File: src/hdl/sag_pkg.sv
// Shared definitions for the register access guard: modes, groups, offsets,
// reset values and the carriers that tie the guard to the core and to the table.
// Assumes a single 125 MHz core clock and an asynchronous active-high reset.
package sag_pkg;

  //////////////////////////////////////////////////////////////////////////////
  // Widths and table size
  localparam int unsigned ADDR_W      = 8;
  localparam int unsigned DATA_W      = 8;
  localparam int unsigned SEG_COUNT   = 64;
  localparam int unsigned SEG_IDX_W   = 6;
  localparam int unsigned VADDR_W     = 16;

  //////////////////////////////////////////////////////////////////////////////
  // CPU modes and register groups
  typedef enum logic [2:0] {
    SAG_MODE_BOOT,
    SAG_MODE_TEST,
    SAG_MODE_CONTACTLESS,
    SAG_MODE_SYSTEM,
    SAG_MODE_USER
  } sag_mode_t;

  typedef enum logic [2:0] {
    SAG_GRP_GENERAL,
    SAG_GRP_SYSMGMT,
    SAG_GRP_SEGCFG,
    SAG_GRP_HWCOMP,
    SAG_GRP_NONE
  } sag_group_t;

  //////////////////////////////////////////////////////////////////////////////
  // Register offsets
  localparam logic [7:0] OFS_SCRATCH      = 8'h00;
  localparam logic [7:0] OFS_DENY_COUNT   = 8'h01;
  localparam logic [7:0] OFS_DENY_ADDR    = 8'h02;
  localparam logic [7:0] OFS_MODE_VIEW    = 8'h03;
  localparam logic [7:0] OFS_STATUS_UPPER = 8'h10;
  localparam logic [7:0] OFS_PAGE_PTR_A   = 8'h11;
  localparam logic [7:0] OFS_PAGE_PTR_B   = 8'h12;
  localparam logic [7:0] OFS_PAGE_PTR_C   = 8'h13;
  localparam logic [7:0] OFS_PARTITION    = 8'h14;
  localparam logic [7:0] OFS_SEG_BASE_LO  = 8'h20;
  localparam logic [7:0] OFS_SEG_BASE_HI  = 8'h21;
  localparam logic [7:0] OFS_HW_CTRL      = 8'h30;
  localparam logic [7:0] OFS_HW_DATA      = 8'h31;
  localparam logic [7:0] OFS_RANDOM       = 8'h32;

  // Group windows: upper nibble of the offset
  localparam logic [3:0] GRP_NIB_GENERAL  = 4'h0;
  localparam logic [3:0] GRP_NIB_SYSMGMT  = 4'h1;
  localparam logic [3:0] GRP_NIB_SEGCFG   = 4'h2;
  localparam logic [3:0] GRP_NIB_HWCOMP   = 4'h3;

  //////////////////////////////////////////////////////////////////////////////
  // Reset values
  localparam logic [7:0] RST_SCRATCH      = 8'h00;
  localparam logic [7:0] RST_STATUS_UPPER = 8'h00;
  localparam logic [7:0] RST_PAGE_PTR     = 8'h00;
  localparam logic [7:0] RST_SEG_BASE     = 8'h00;
  localparam logic [7:0] RST_HW_CTRL      = 8'h00;
  localparam logic [7:0] RST_HW_DATA      = 8'h00;
  localparam logic [7:0] RST_RANDOM       = 8'h01;
  localparam logic [7:0] RST_DENY_COUNT   = 8'h00;
  localparam logic [7:0] RST_DENY_ADDR    = 8'h00;
  localparam logic [7:0] READ_DENIED      = 8'h00;
  // Hard-wired memory split, never writable
  localparam logic [7:0] PARTITION_FIXED  = 8'h5a;
  localparam logic [7:0] RANDOM_TAPS      = 8'hb8;

  //////////////////////////////////////////////////////////////////////////////
  // Carriers
  typedef struct packed {
    logic [7:0] addr;
    logic [7:0] wdata;
    logic       wr;
    logic       rd;
  } sag_req_t;

  typedef struct packed {
    logic               rd;
    logic               wr;
    logic               ex;
    logic [VADDR_W-1:0] first;
    logic [VADDR_W-1:0] last;
    logic [VADDR_W-1:0] reloc;
    logic               hw_rd;
    logic               hw_wr;
  } sag_seg_entry_t;

endpackage : sag_pkg

File: src/hdl/sag_seg_table.sv
// Segment rights table: 64 entries in ordinary memory, one lookup port that
// follows the segment the current instruction came from.
// Assumes the table write port is driven by plain memory traffic, unguarded.
`timescale 1ns/100ps
`default_nettype none

module sag_seg_table (
  input  wire logic                      clk_i,
  input  wire logic                      rst_i,
  input  wire logic                      tbl_wr_i,
  input  wire logic [5:0]                tbl_idx_i,
  input  wire sag_pkg::sag_seg_entry_t   tbl_entry_i,
  input  wire logic [5:0]                fetch_seg_i,
  output var  sag_pkg::sag_seg_entry_t   fetch_entry_o,
  output logic                           fetch_valid_o
);

  sag_pkg::sag_seg_entry_t entry_mem [sag_pkg::SEG_COUNT];
  logic [sag_pkg::SEG_COUNT-1:0] written_reg;

  //////////////////////////////////////////////////////////////////////////////
  // Storage; no guard on table writes at all
  always_ff @(posedge clk_i) begin
    if (tbl_wr_i) begin
      entry_mem[tbl_idx_i] <= tbl_entry_i;
    end
  end

  // Unwritten entries count as empty after reset
  always_ff @(posedge clk_i or posedge rst_i) begin
    if (rst_i) begin
      written_reg <= '0;
    end else if (tbl_wr_i) begin
      written_reg[tbl_idx_i] <= 1'b1;
    end
  end

  //////////////////////////////////////////////////////////////////////////////
  // Lookup; a segment with no rights at all is disabled
  wire entry_known = written_reg[fetch_seg_i];
  assign fetch_entry_o = entry_known ? entry_mem[fetch_seg_i] : '0;
  assign fetch_valid_o = entry_known &
                         (fetch_entry_o.rd | fetch_entry_o.wr | fetch_entry_o.ex |
                          fetch_entry_o.hw_rd | fetch_entry_o.hw_wr);

endmodule : sag_seg_table

`default_nettype wire

File: src/hdl/sag_guard.sv
// Register access guard: grants or refuses each register access of the core
// from the CPU mode and, in user mode, from the fetch segment's rights.
// Assumes mode and fetch segment come from core logic on the same clock.
`timescale 1ns/100ps
`default_nettype none

// Operation
// - Boot mode may access every register group.
// - Test mode may access every register group, as boot mode.
// - Contactless mode reaches hardware registers, not segment registers; of the system group only the upper status word.
// - System mode reaches segment, system-management and hardware registers.
// - User mode reaches hardware registers per its fetch segment's rights.
// - General CPU registers are open in every mode.
// - Upper status word is readable, not writable, in contactless and user mode.
// - Segment configuration registers are refused in contactless and user mode.
// - The three page pointer registers never read back their content.
// - The random value register is read-only; writes do nothing.
// - Segment table address registers reset to zero.
// - The memory partition is fixed; no write changes it.
// - The segment table is plain memory with no extra guard.
// - Refused reads return zero; refused writes are dropped.
// - The segment table holds 64 entries with rights, bounds and offset.
module sag_guard (
  input  wire logic                      clk_i,
  input  wire logic                      rst_i,
  input  wire sag_pkg::sag_mode_t        mode_i,
  input  wire logic [5:0]                fetch_seg_i,
  input  wire sag_pkg::sag_req_t         req_i,
  input  wire logic                      tbl_wr_i,
  input  wire logic [5:0]                tbl_idx_i,
  input  wire sag_pkg::sag_seg_entry_t   tbl_entry_i,
  output logic [7:0]                     rd_data_o,
  output logic                           denied_o,
  output logic [15:0]                    seg_base_o,
  output logic [7:0]                     status_word_upper_o,
  output logic [7:0]                     page_ptr_a_o,
  output logic [7:0]                     page_ptr_b_o,
  output logic [7:0]                     page_ptr_c_o,
  output logic [7:0]                     hw_ctrl_o,
  output logic [7:0]                     hw_data_o
);

  //////////////////////////////////////////////////////////////////////////////
  // Functions

  // Which group an offset belongs to
  function automatic sag_pkg::sag_group_t group_of(input logic [7:0] addr);
    sag_pkg::sag_group_t grp;
    grp = sag_pkg::SAG_GRP_NONE;
    if (addr[7:4] == sag_pkg::GRP_NIB_GENERAL) begin
      grp = sag_pkg::SAG_GRP_GENERAL;
    end else if (addr[7:4] == sag_pkg::GRP_NIB_SYSMGMT) begin
      grp = sag_pkg::SAG_GRP_SYSMGMT;
    end else if (addr[7:4] == sag_pkg::GRP_NIB_SEGCFG) begin
      grp = sag_pkg::SAG_GRP_SEGCFG;
    end else if (addr[7:4] == sag_pkg::GRP_NIB_HWCOMP) begin
      grp = sag_pkg::SAG_GRP_HWCOMP;
    end
    return grp;
  endfunction : group_of

  // Mode/group policy for one access direction
  function automatic logic grant_of(input sag_pkg::sag_mode_t  mode,
                                    input sag_pkg::sag_group_t grp,
                                    input logic [7:0]          addr,
                                    input logic                is_wr,
                                    input logic                seg_ok,
                                    input logic                seg_hw_rd,
                                    input logic                seg_hw_wr);
    logic ok;
    ok = 1'b0;
    case (grp)
      sag_pkg::SAG_GRP_GENERAL: begin
        ok = 1'b1;
      end
      sag_pkg::SAG_GRP_SEGCFG: begin
        ok = (mode == sag_pkg::SAG_MODE_BOOT) ||
             (mode == sag_pkg::SAG_MODE_TEST) ||
             (mode == sag_pkg::SAG_MODE_SYSTEM);
        // Boot and test are the configuration modes; all other non-system
        // modes are refused here.
      end
      sag_pkg::SAG_GRP_SYSMGMT: begin
        case (mode)
          sag_pkg::SAG_MODE_BOOT,
          sag_pkg::SAG_MODE_TEST,
          sag_pkg::SAG_MODE_SYSTEM: begin
            ok = 1'b1;
          end
          sag_pkg::SAG_MODE_CONTACTLESS,
          sag_pkg::SAG_MODE_USER: begin
            ok = !is_wr && (addr == sag_pkg::OFS_STATUS_UPPER);
          end
          default: begin
            ok = 1'b0;
          end
        endcase
      end
      sag_pkg::SAG_GRP_HWCOMP: begin
        case (mode)
          sag_pkg::SAG_MODE_BOOT,
          sag_pkg::SAG_MODE_TEST,
          sag_pkg::SAG_MODE_CONTACTLESS,
          sag_pkg::SAG_MODE_SYSTEM: begin
            ok = 1'b1;
          end
          sag_pkg::SAG_MODE_USER: begin
            ok = seg_ok && (is_wr ? seg_hw_wr : seg_hw_rd);
          end
          default: begin
            ok = 1'b0;
          end
        endcase
      end
      default: begin
        ok = 1'b0;
      end
    endcase
    return ok;
  endfunction : grant_of

  //////////////////////////////////////////////////////////////////////////////
  // Segment rights lookup

  sag_pkg::sag_seg_entry_t fetch_entry;
  logic                    fetch_valid;

  sag_seg_table u_table (
    .clk_i         (clk_i),
    .rst_i         (rst_i),
    .tbl_wr_i      (tbl_wr_i),
    .tbl_idx_i     (tbl_idx_i),
    .tbl_entry_i   (tbl_entry_i),
    .fetch_seg_i   (fetch_seg_i),
    .fetch_entry_o (fetch_entry),
    .fetch_valid_o (fetch_valid)
  );

  //////////////////////////////////////////////////////////////////////////////
  // Storage

  logic [7:0] scratch_reg;
  logic [7:0] status_word_upper_reg;
  logic [7:0] page_pointer_reg_a;
  logic [7:0] page_pointer_reg_b;
  logic [7:0] page_pointer_reg_c;
  logic [7:0] seg_base_lo_reg;
  logic [7:0] seg_base_hi_reg;
  logic [7:0] hw_ctrl_reg;
  logic [7:0] hw_data_reg;
  logic [7:0] random_value_reg;
  logic [7:0] deny_count_reg;
  logic [7:0] deny_addr_reg;
  logic [7:0] rd_data_reg;
  logic       denied_reg;

  //////////////////////////////////////////////////////////////////////////////
  // Decision, same cycle as the access

  wire sag_pkg::sag_group_t acc_group = group_of(req_i.addr);
  wire acc_any   = req_i.wr | req_i.rd;
  wire acc_grant = grant_of(mode_i, acc_group, req_i.addr, req_i.wr,
                            fetch_valid, fetch_entry.hw_rd,
                            fetch_entry.hw_wr);
  wire wr_ok     = req_i.wr & acc_grant;
  wire rd_ok     = req_i.rd & acc_grant;
  wire deny_now  = acc_any & ~acc_grant;

  // Write enables per register, only behind a grant
  wire we_scratch   = wr_ok && (req_i.addr == sag_pkg::OFS_SCRATCH);
  wire we_status    = wr_ok && (req_i.addr == sag_pkg::OFS_STATUS_UPPER);
  wire we_page_a    = wr_ok && (req_i.addr == sag_pkg::OFS_PAGE_PTR_A);
  wire we_page_b    = wr_ok && (req_i.addr == sag_pkg::OFS_PAGE_PTR_B);
  wire we_page_c    = wr_ok && (req_i.addr == sag_pkg::OFS_PAGE_PTR_C);
  wire we_base_lo   = wr_ok && (req_i.addr == sag_pkg::OFS_SEG_BASE_LO);
  wire we_base_hi   = wr_ok && (req_i.addr == sag_pkg::OFS_SEG_BASE_HI);
  wire we_hw_ctrl   = wr_ok && (req_i.addr == sag_pkg::OFS_HW_CTRL);
  wire we_hw_data   = wr_ok && (req_i.addr == sag_pkg::OFS_HW_DATA);
  // Partition, random value and the read-only status views have no write
  // enable at all, so no mode can alter them

  // Read mux
  logic [7:0] rd_mux;
  assign rd_mux =
    (req_i.addr == sag_pkg::OFS_SCRATCH)      ? scratch_reg :
    (req_i.addr == sag_pkg::OFS_DENY_COUNT)   ? deny_count_reg :
    (req_i.addr == sag_pkg::OFS_DENY_ADDR)    ? deny_addr_reg :
    (req_i.addr == sag_pkg::OFS_MODE_VIEW)    ? {5'h00, mode_i} :
    (req_i.addr == sag_pkg::OFS_STATUS_UPPER) ? status_word_upper_reg :
    (req_i.addr == sag_pkg::OFS_PARTITION)    ? sag_pkg::PARTITION_FIXED :
    (req_i.addr == sag_pkg::OFS_SEG_BASE_LO)  ? seg_base_lo_reg :
    (req_i.addr == sag_pkg::OFS_SEG_BASE_HI)  ? seg_base_hi_reg :
    (req_i.addr == sag_pkg::OFS_HW_CTRL)      ? hw_ctrl_reg :
    (req_i.addr == sag_pkg::OFS_HW_DATA)      ? hw_data_reg :
    (req_i.addr == sag_pkg::OFS_RANDOM)       ? random_value_reg :
    sag_pkg::READ_DENIED;                 // page pointers and holes read zero

  wire [7:0] rd_data_next = rd_ok ? rd_mux : sag_pkg::READ_DENIED;

  // Random source runs freely
  wire [7:0] random_next = random_value_reg[0] ?
                           ((random_value_reg >> 1) ^ sag_pkg::RANDOM_TAPS) :
                           (random_value_reg >> 1);

  wire [7:0] deny_count_next = (deny_count_reg == 8'hff) ? deny_count_reg :
                               deny_count_reg + 8'h01;

  //////////////////////////////////////////////////////////////////////////////
  // General group

  always_ff @(posedge clk_i or posedge rst_i) begin
    if (rst_i) begin
      scratch_reg <= sag_pkg::RST_SCRATCH;
    end else if (we_scratch) begin
      scratch_reg <= req_i.wdata;
    end
  end

  // Refusal log: saturating count and last refused offset
  always_ff @(posedge clk_i or posedge rst_i) begin
    if (rst_i) begin
      deny_count_reg <= sag_pkg::RST_DENY_COUNT;
      deny_addr_reg  <= sag_pkg::RST_DENY_ADDR;
    end else if (deny_now) begin
      deny_count_reg <= deny_count_next;
      deny_addr_reg  <= req_i.addr;
    end
  end

  //////////////////////////////////////////////////////////////////////////////
  // System management group

  always_ff @(posedge clk_i or posedge rst_i) begin
    if (rst_i) begin
      status_word_upper_reg <= sag_pkg::RST_STATUS_UPPER;
    end else if (we_status) begin
      status_word_upper_reg <= req_i.wdata;
    end
  end

  always_ff @(posedge clk_i or posedge rst_i) begin
    if (rst_i) begin
      page_pointer_reg_a <= sag_pkg::RST_PAGE_PTR;
      page_pointer_reg_b <= sag_pkg::RST_PAGE_PTR;
      page_pointer_reg_c <= sag_pkg::RST_PAGE_PTR;
    end else begin
      if (we_page_a) begin
        page_pointer_reg_a <= req_i.wdata;
      end
      if (we_page_b) begin
        page_pointer_reg_b <= req_i.wdata;
      end
      if (we_page_c) begin
        page_pointer_reg_c <= req_i.wdata;
      end
    end
  end

  //////////////////////////////////////////////////////////////////////////////
  // Segment configuration group

  always_ff @(posedge clk_i or posedge rst_i) begin
    if (rst_i) begin
      seg_base_lo_reg <= sag_pkg::RST_SEG_BASE;
      seg_base_hi_reg <= sag_pkg::RST_SEG_BASE;
    end else begin
      if (we_base_lo) begin
        seg_base_lo_reg <= req_i.wdata;
      end
      if (we_base_hi) begin
        seg_base_hi_reg <= req_i.wdata;
      end
    end
  end

  //////////////////////////////////////////////////////////////////////////////
  // Hardware component group

  always_ff @(posedge clk_i or posedge rst_i) begin
    if (rst_i) begin
      hw_ctrl_reg <= sag_pkg::RST_HW_CTRL;
      hw_data_reg <= sag_pkg::RST_HW_DATA;
    end else begin
      if (we_hw_ctrl) begin
        hw_ctrl_reg <= req_i.wdata;
      end
      if (we_hw_data) begin
        hw_data_reg <= req_i.wdata;
      end
    end
  end

  always_ff @(posedge clk_i or posedge rst_i) begin
    if (rst_i) begin
      random_value_reg <= sag_pkg::RST_RANDOM;
    end else begin
      random_value_reg <= random_next;
    end
  end

  //////////////////////////////////////////////////////////////////////////////
  // Answer

  always_ff @(posedge clk_i or posedge rst_i) begin
    if (rst_i) begin
      rd_data_reg <= sag_pkg::READ_DENIED;
      denied_reg  <= 1'b0;
    end else begin
      rd_data_reg <= rd_data_next;
      denied_reg  <= deny_now;
    end
  end

  assign rd_data_o           = rd_data_reg;
  assign denied_o            = denied_reg;
  assign seg_base_o          = {seg_base_hi_reg, seg_base_lo_reg};
  assign status_word_upper_o = status_word_upper_reg;
  assign page_ptr_a_o        = page_pointer_reg_a;
  assign page_ptr_b_o        = page_pointer_reg_b;
  assign page_ptr_c_o        = page_pointer_reg_c;
  assign hw_ctrl_o           = hw_ctrl_reg;
  assign hw_data_o           = hw_data_reg;

endmodule : sag_guard

`default_nettype wire

File: config.mk
export PLATFORM = sky130hd
export DESIGN_NAME = sag_guard
export DESIGN_NICKNAME = d
export VERILOG_FILES = /design/src/hdl/sag_pkg.sv /design/src/hdl/sag_seg_table.sv /design/src/hdl/sag_guard.sv
export SDC_FILE = /design/constraint.sdc
export NUM_CORES = 1
export LEC_CHECK = 0
export BUFFER_PORTS_ARGS = -buffer_cell sky130_fd_sc_hd__buf_2
export CORE_UTILIZATION = 50
export DETAILED_ROUTE_END_ITERATION = 10
export HOLD_SLACK_MARGIN = 0.02
export MAX_ROUTING_LAYER = met4
export PLACE_DENSITY = 0.85
export SLEW_MARGIN = 5
export SYNTH_ARGS = -nofsm -noshare
export SYNTH_HDL_FRONTEND = slang
export SYNTH_SLANG_ARGS = --single-unit
File: constraint.sdc
create_clock -name clk_i -period 5.1 [get_ports clk_i]
set_clock_uncertainty 0.05 [all_clocks]
set_input_delay 0.765 -clock clk_i [delete_from_list [all_inputs] [get_ports clk_i]]
set_output_delay 0.765 -clock clk_i [all_outputs]
set_load 0.03 [all_outputs]
==> results of run 1 <==
[worst reg2reg max path, cell delays in order, from the launching register on]
cell and delay, ns:
edfxtp_1 0.33, mux2i_1 0.10, mux4_2 0.56, nand3_1 0.11, nand4_1 0.10, a221oi_1 0.79
nor4_1 0.18, nor2_2 0.50, mux2_2 0.41
[cell type report]
type | instances | share of cell area
multi-input combinational | 511 | 0.2930
tap | 324 | 0.02840
clock buffer | 48 | 0.06075
inverter | 5 | 0.001578
sequential | 297 | 0.5657
timing repair buffer | 120 | 0.04471
clock inverter | 6 | 0.005874
[how the worst min path moves through the flow]
| stage | start | to | cells past startpoint |
|---|---|---|---|
| final | random_value_reg[2] | random_value_reg[1] | 0 |
| after global routing | random_value_reg[3] | random_value_reg[2] | 0 |
| after CTS | random_value_reg[7] | random_value_reg[6] | 0 |
| after detailed placement | random_value_reg[1] | random_value_reg[0] | 0 |
| after global placement | random_value_reg[1] | random_value_reg[0] | 0 |
| after floorplan | random_value_reg[2] | random_value_reg[1] | 0 |
[synthesized netlist by cell type (9+ instances only)]
cell type / number / share of area
dfrtp_1: 168 / 0.34
edfxtp_1: 128 / 0.31
nor2_1: 89 / 0.027
mux2_2: 84 / 0.076
or2_2: 65 / 0.033
mux2i_1: 38 / 0.031
mux4_2: 36 / 0.065
nand2_1: 33 / 0.010
nand3_1: 17 / 0.0068
clkbuf_1: 12 / 0.0036
o22ai_1: 11 / 0.0055
nor2b_1: 9 / 0.0045
nor3_1: 9 / 0.0036
o21ai_0: 9 / 0.0036
[cells in the final DEF (no fill, tap or decap), drive strengths merged, types with 33 or more instances in the layout]
cell type,netlist,layout
dfrtp,168,168
edfxtp,128,128
buf,15,120
nor2,90,90
mux2,85,85
or2,65,65
clkbuf,13,48
mux2i,38,38
mux4,36,36
nand2,33,33
[report_power, final]
part	total, mW	leakage (nW)	internal [mW]	switching [mW]
clock	2.12	0.466	1.25	0.868
sequential	2.75	3.38	2.64	0.102
combinational	0.475	2.29	0.228	0.247
[cell families after synthesis]
kind of cell	Yosys count	share of synthesized area
AO/OA/AOI/OAI	82	0.04921
XOR/XNOR	8	0.005636
flip-flops	297	0.6494
multiplexers	159	0.1728
buffers and inverters	33	0.01429
adder cells (fa/ha/maj)	1	0.001006
AND/OR/NAND/NOR	261	0.1077
[per-layer routing]
| metal | routed length [um] | global-route usage |
|---|---|---|
| met1 | 11960 | 0.3178 |
| met2 | 14140 | 0.3835 |
| met3 | 2333 | 0.04182 |
| met4 | 1062 | 0.1001 |
| met5 | 0 | - |
[through the flow]
| stage | instances | setup WS, ns | power [mW] | utilization |
|---|---|---|---|---|
| 2_1_floorplan | 841 | 1.782 | 3.092 | - |
| 3_3_place_gp | 1257 | 0.7651 | 3.233 | 0.5478 |
| 3_5_place_dp | 1257 | 0.6760 | 3.258 | 0.5478 |
| 4_1_cts | 1311 | 1.210 | 5.368 | 0.5869 |
| 5_1_grt | 1311 | 0.9810 | 5.514 | 0.5869 |
| 6_report | 1311 | 1.174 | 5.344 | 0.5869 |
==> impl_metrics.csv, run 1 <==
group,metric,value,unit
route,drt_first_iter_violations,928,
timing,whs,0.3350,ns
critical_path,cp.required,5.47,ns
cells_and_area,drive_above_1_share,0.3607,
cells_and_area,antennaDiodeCount,0,
critical_path,path_buf_inv,1,
grt,grt_overflow,0,
logic_synthesis,synth_area,12430,um2
grt,grt_pass1_wl,46320,um
die,die_area,25500,um2
logic_synthesis,async_reset_ff_frac,0.5690,
placed_design,dpl_cell_area,13320,um2
critical_path,end_kind,"flop",
timing,period_needed,3.926,ns
clock_tree,cts_setup_buffers,0,
critical_path,crit_end,"hw_data_o[6]",
clock_tree,cts_hold_buf,0,
logic_synthesis,syn_area_per_cell,14.78,um2
timing,rsz0062_at_grt,"false",
logic_synthesis,synth_cell_types,62,
die,io_pins,162,
route,wl_per_cell,22.50,um
cells_and_area,fin_nets,1054,
clock_tree,insertion_delay,0.55,ns
critical_path,path_max_fanout,31,
critical_path,critPathMaxStageDelay,0.79,ns
power_and_ir_drop,power.density,374.4,nW/um2
logic_synthesis,yosys_register_bits,297,
die,fp.coreArea,24320,um2
critical_path,r2r_start,"u_table.entry_mem[47][0]",
placed_design,place.gp.congestion,0.9092,
die,die_x,159.7,um
critical_path,crit_arrival,4.29,ns
logic_synthesis,ys_seq_area_frac,0.6494,
clock_tree,cts_buffers,29,
grt,grt_pass1_vias,8180,
cells_and_area,multiInputGateArea,4182,um2
clock_tree,cts_max_level,1,
status,status,"completed",
die,start_util,0.5112,
critical_path,r2r_setup_slack,1.85,ns
critical_path,critPathTopFamily,"multiplexers",
placed_design,hpwl,19280,um
clock_tree,cts-resized-gates,0,
cells_and_area,stdcell_area,14270,um2
route,wl,29490,um
cells_and_area,seq_area,8074,um2
timing,drv_slew,0,
critical_path,crit_chain,"buf_2 > mux4_2 > nand3_1 > nand4_1 > a221oi_1 > nor4_1 > nor2_2 > mux2_2",
clock_tree,clkTransAtPathRegs,0.06,ns
clock_tree,cts_root_buf,"clkbuf_16",
timing,slew_headroom,0.2605,
die,die_y,159.7,um
logic_synthesis,yosys_warnings,0,
clock_tree,clock_path_buffers,3,
placed_design,io_buffers,110,
grt,antenna_found_initial,0,
cells_and_area,areaGrowthSynthToFinish,14.79,%
route,vias,7913,
clock_tree,cts_sinks,297,
route,viasPerCell,6.036,
logic_synthesis,syn_nets,931,
critical_path,startpoint_type,"input port",
power_and_ir_drop,irDropWorstVdd,0.2950,mV
logic_synthesis,syn_inst,841,
timing,fmax,254.7,MHz
grt,grt_max_degree,170,
critical_path,reg2reg_depth,8,
die,std_cell_rows,57,
route,drcViolationCount,0,
critical_path,crit_type,"in -> reg",
clock_tree,cts_tree,"done",
route,ant_nets,0,
route,dr.pass1.iters,6,
logic_synthesis,synth_edf_count,128,
worst_hold_path,hold_class,"reg -> reg",
critical_path,crit_slowest_cell,"a221oi_1",
critical_path,cp.depth,8,
timing,fin_setup_tns,0,ns
power_and_ir_drop,p_leak,6.139,nW
grt,grt_usage,0.2443,
flow_run,max_cap_viol_count,0,
critical_path,r2r-end,"hw_data_o[6]",
cells_and_area,fill_cells,1806,
timing,worstMarginPinSlew,1.109,ns
cells_and_area,largest_register_ffs,128,
timing,period_share,0.7698,
timing,setup_viol,0,
logic_synthesis,synth_flop_cell,"dfrtp_1",
critical_path,crit_path_start,"fetch_seg_i[0]",
timing,hold_viol_final,0,
No activity file was read; power rests on OpenSTA's default activity.
==> run 2: changes to the inputs <==
--- a/config.mk
+++ b/config.mk
@@ -5,12 +5,13 @@
 export SDC_FILE = /design/constraint.sdc
 export NUM_CORES = 1
 export LEC_CHECK = 0
+export ABC_AREA = 1
 export BUFFER_PORTS_ARGS = -buffer_cell sky130_fd_sc_hd__buf_2
 export CORE_UTILIZATION = 50
 export DETAILED_ROUTE_END_ITERATION = 10
 export HOLD_SLACK_MARGIN = 0.02
 export MAX_ROUTING_LAYER = met4
-export PLACE_DENSITY = 0.85
+export PLACE_DENSITY = 0.82
 export SLEW_MARGIN = 5
 export SYNTH_ARGS = -nofsm -noshare
 export SYNTH_HDL_FRONTEND = slang
==> constraint.sdc (replaced) <==
create_clock -name clk_i -period 3.7 [get_ports clk_i]
set_clock_uncertainty 0.05 [all_clocks]
set_input_delay 0.555 -clock clk_i [delete_from_list [all_inputs] [get_ports clk_i]]
set_output_delay 0.555 -clock clk_i [all_outputs]
set_load 0.03 [all_outputs]
==> run 2 against run 1 <==
- hold slack got worse by 0.26 ns
- synthesized cell count increased by 66%
- clock power increased by 25%
- register-to-register slack got worse by 0.70 ns
- worst setup slack got worse by 0.47 ns
- critical path depth is 10 higher
- flip-flop and latch count unchanged
- first-iteration DRC count increased by 22%
- sequential power rose by 35%
- die area is 6.1% higher
- critical path type unchanged
- critical endpoint is now scratch_reg[6]
==> impl_metrics.csv, run 2 <==
group,metric,value,unit
clock_tree,cts_buffers,28,
route,ant_nets,0,
grt,grt.met1_usage,0.3463,
timing,fin_setup_tns,0,ns
critical_path,cp.required,4.06,ns
clock_tree,cts_sinks,297,
critical_path,path_max_fanout,42,
cells_and_area,largest_register_ffs,128,
cells_and_area,fin_nets,1566,
die,std_cell_rows,59,
cells_and_area,fill_cells,2150,
clock_tree,clkTransAtPathRegs,0.06,ns
power_and_ir_drop,p_leak,6.896,nW
cells_and_area,layout_common_cells,"nand2_1, nand3_1, dfrtp_1",
logic_synthesis,yosys_warnings,0,
cells_and_area,finalNonFillerCells,1833,
grt,grt_pass1_vias,10209,
die,die_area,27050,um2
critical_path,r2r-end,"scratch_reg[6]",
grt,antenna_found_initial,0,
logic_synthesis,yosys_register_bits,297,
grt,grt_max_degree,80,
timing,setup_ws,0.7085,ns
logic_synthesis,syn_inst,1394,
route,wl_per_cell,18.33,um
critical_path,startpoint_type,"input port",
power_and_ir_drop,p_total,6.996,mW
grt,grt_pass1_wl,53580,um
critical_path,r2r_start,"u_table.written_reg[34]",
timing,hold_viol_final,0,
logic_synthesis,synth.top_cell.area_share,0.3185,
route,dr.pass1.iters,6,
timing,worstMarginPinSlew,1.159,ns
timing,rsz0062_at_grt,"false",
placed_design,hpwl,21430,um
grt,use_met3,0.04646,
timing,setup_viol,0,
logic_synthesis,async_reset_ff_frac,0.5690,
route,vias,10768,
grt,grt_usage,0.2618,
route,viasPerCell,5.875,
clock_tree,cts-resized-gates,0,
critical_path,crit_chain,"buf_4 > inv_2 > buf_4 > nand2_1 > nand3_1 > nand3_1 > nand2_1 > nand2_1 > nand3_1 > nand3_1 > nand2_1 > nand2_1 > nand3_2 > nand2_2 > nand2_4 > nand3_1 > nand2_1 > nand2_1",
timing,fmax,334.3,MHz
critical_path,crit_arrival,3.35,ns
logic_synthesis,synth_cell_types,34,
clock_tree,cts_setup_buffers,0,
worst_hold_path,hold_class,"in -> async",
power_and_ir_drop,power.density,473.9,nW/um2
placed_design,post-place-ws,0.2481,ns
clock_tree,cts_root_buf,"clkbuf_16",
status,status,"completed",
critical_path,r2r_setup_slack,1.15,ns
clock_tree,insertion_delay,0.54,ns
power_and_ir_drop,irDropWorstVdd,0.3891,mV
route,drcViolationCount,0,
logic_synthesis,syn_area_per_cell,9.467,um2
logic_synthesis,synth_flop_cell,"dfrtp_1",
clock_tree,cts_tree,"done",
critical_path,cp_common_cell,"nand2_1",
placed_design,place.gp.congestion,0.9217,
logic_synthesis,ys_top_cells_by_count,"nand2_1, nand3_1, dfrtp_1, edfxtp_1, nand4_1",
placed_design,dp.cells,1781,
grt,grt_busiest_layer,"met2",
grt,met2_usage,0.4076,
die,die_y,164.5,um
critical_path,critPathMaxStageDelay,0.41,ns
logic_synthesis,synthTopCellsByArea,"dfrtp_1, edfxtp_1, nand2_1",
die,io_pins,162,
grt,grt_overflow,0,
logic_synthesis,ys_seq_area_frac,0.6118,
logic_synthesis,syn_nets,1484,
cells_and_area,areaGrowthSynthToFinish,11.85,%
critical_path,end_kind,"flop",
timing,period_needed,2.991,ns
timing,period_share,0.8085,
timing,slew_headroom,0.2275,
logic_synthesis,synth_area,13200,um2
critical_path,crit_slowest_cell,"buf_4",
critical_path,crit_type,"in -> reg",
logic_synthesis,yosys.area.top_type,"dfrtp_1",
timing,drv_slew,0,
clock_tree,clock_path_buffers,3,
placed_design,io_buffers,110,
cells_and_area,final_common_cell,"nand2_1",
die,start_util,0.5079,
clock_tree,cts_max_level,1,
cells_and_area,antennaDiodeCount,0,
die,die_x,164.5,um
logic_synthesis,synth_edf_count,128,
route,wl,33600,um
die,fp.coreArea,25980,um2
cells_and_area,drive_above_1_share,0.1509,
critical_path,reg2reg_depth,15,
logic_synthesis,synth_most_common_cell,"nand2_1",
flow_run,max_cap_viol_count,0,
clock_tree,cts_hold_buf,0,
route,drt_first_iter_violations,1133,
[run 2: how the worst max path moves through the flow]
stage                   startpoint        endpoint  slack [ns]  cells after the start
floorplan                    rst_i        denied_o        0.94                      1
global placement    fetch_seg_i[0]    hw_ctrl_o[1]        0.38                     18
detailed placement  fetch_seg_i[0]    hw_ctrl_o[7]        0.25                     18
CTS                 fetch_seg_i[0]    hw_ctrl_o[7]        0.78                     18
global route        fetch_seg_i[0]  scratch_reg[6]        0.42                     18
finish              fetch_seg_i[0]  scratch_reg[6]        0.71                     18
[run 2: area by class of cell]
type | instances | area, um2 | share of cell area
clock buffers | 36 | 762.0 | 0.05162
clock inverters | 16 | 76.32 | 0.005170
inverters | 56 | 214.0 | 0.01449
multi-input cells | 961 | 4448 | 0.3013
flip-flops and latches | 297 | 8074 | 0.5470
well taps | 335 | 419.2 | 0.02839
repair buffers | 132 | 768.2 | 0.05204
[run 2: per-layer routing]
metal  vias to the layer above  wire length [um]
met3                        89              3511
met2                       604             15840
met4                         0              1083
met5                         -                 0
li1                       4908                 -
met1                      5167             13170
[run 2: per-stage QoR]
stage	hold slack, ns	area, um2	util
final	0.07236	14760	0.5681
after global routing	0.1190	14760	0.5681
after CTS	0.07874	14760	0.5681
after detailed placement	0.3243	13920	0.5358
after global placement	0.3158	13920	0.5358
after floorplan	0.3040	13200	-
[run 2: cells by family (layout without fill, tap and decap cells)]
logic type	Yosys count	after routing	synth area share
xor gates and xnor gates	9	9	0.005973
AOI/OAI and AO/OA	99	99	0.03991
DFF	297	297	0.6118
and+or+nand+nor	852	852	0.2902
adders and majority gates	1	1	0.0009479
buffers and inverters	136	240	0.05119
[run 2: power by group]
part | internal (mW) | switching [mW] | total, mW
clock | 1.45 | 1.19 | 2.64
sequential | 3.60 | 0.0970 | 3.70
combinational | 0.227 | 0.436 | 0.662
[run 2: critical path, delay by kind of cell]
kind	cells	cell delay, ns
AND/OR/NAND/NOR	15	2.06
buffers and inverters	3	0.71
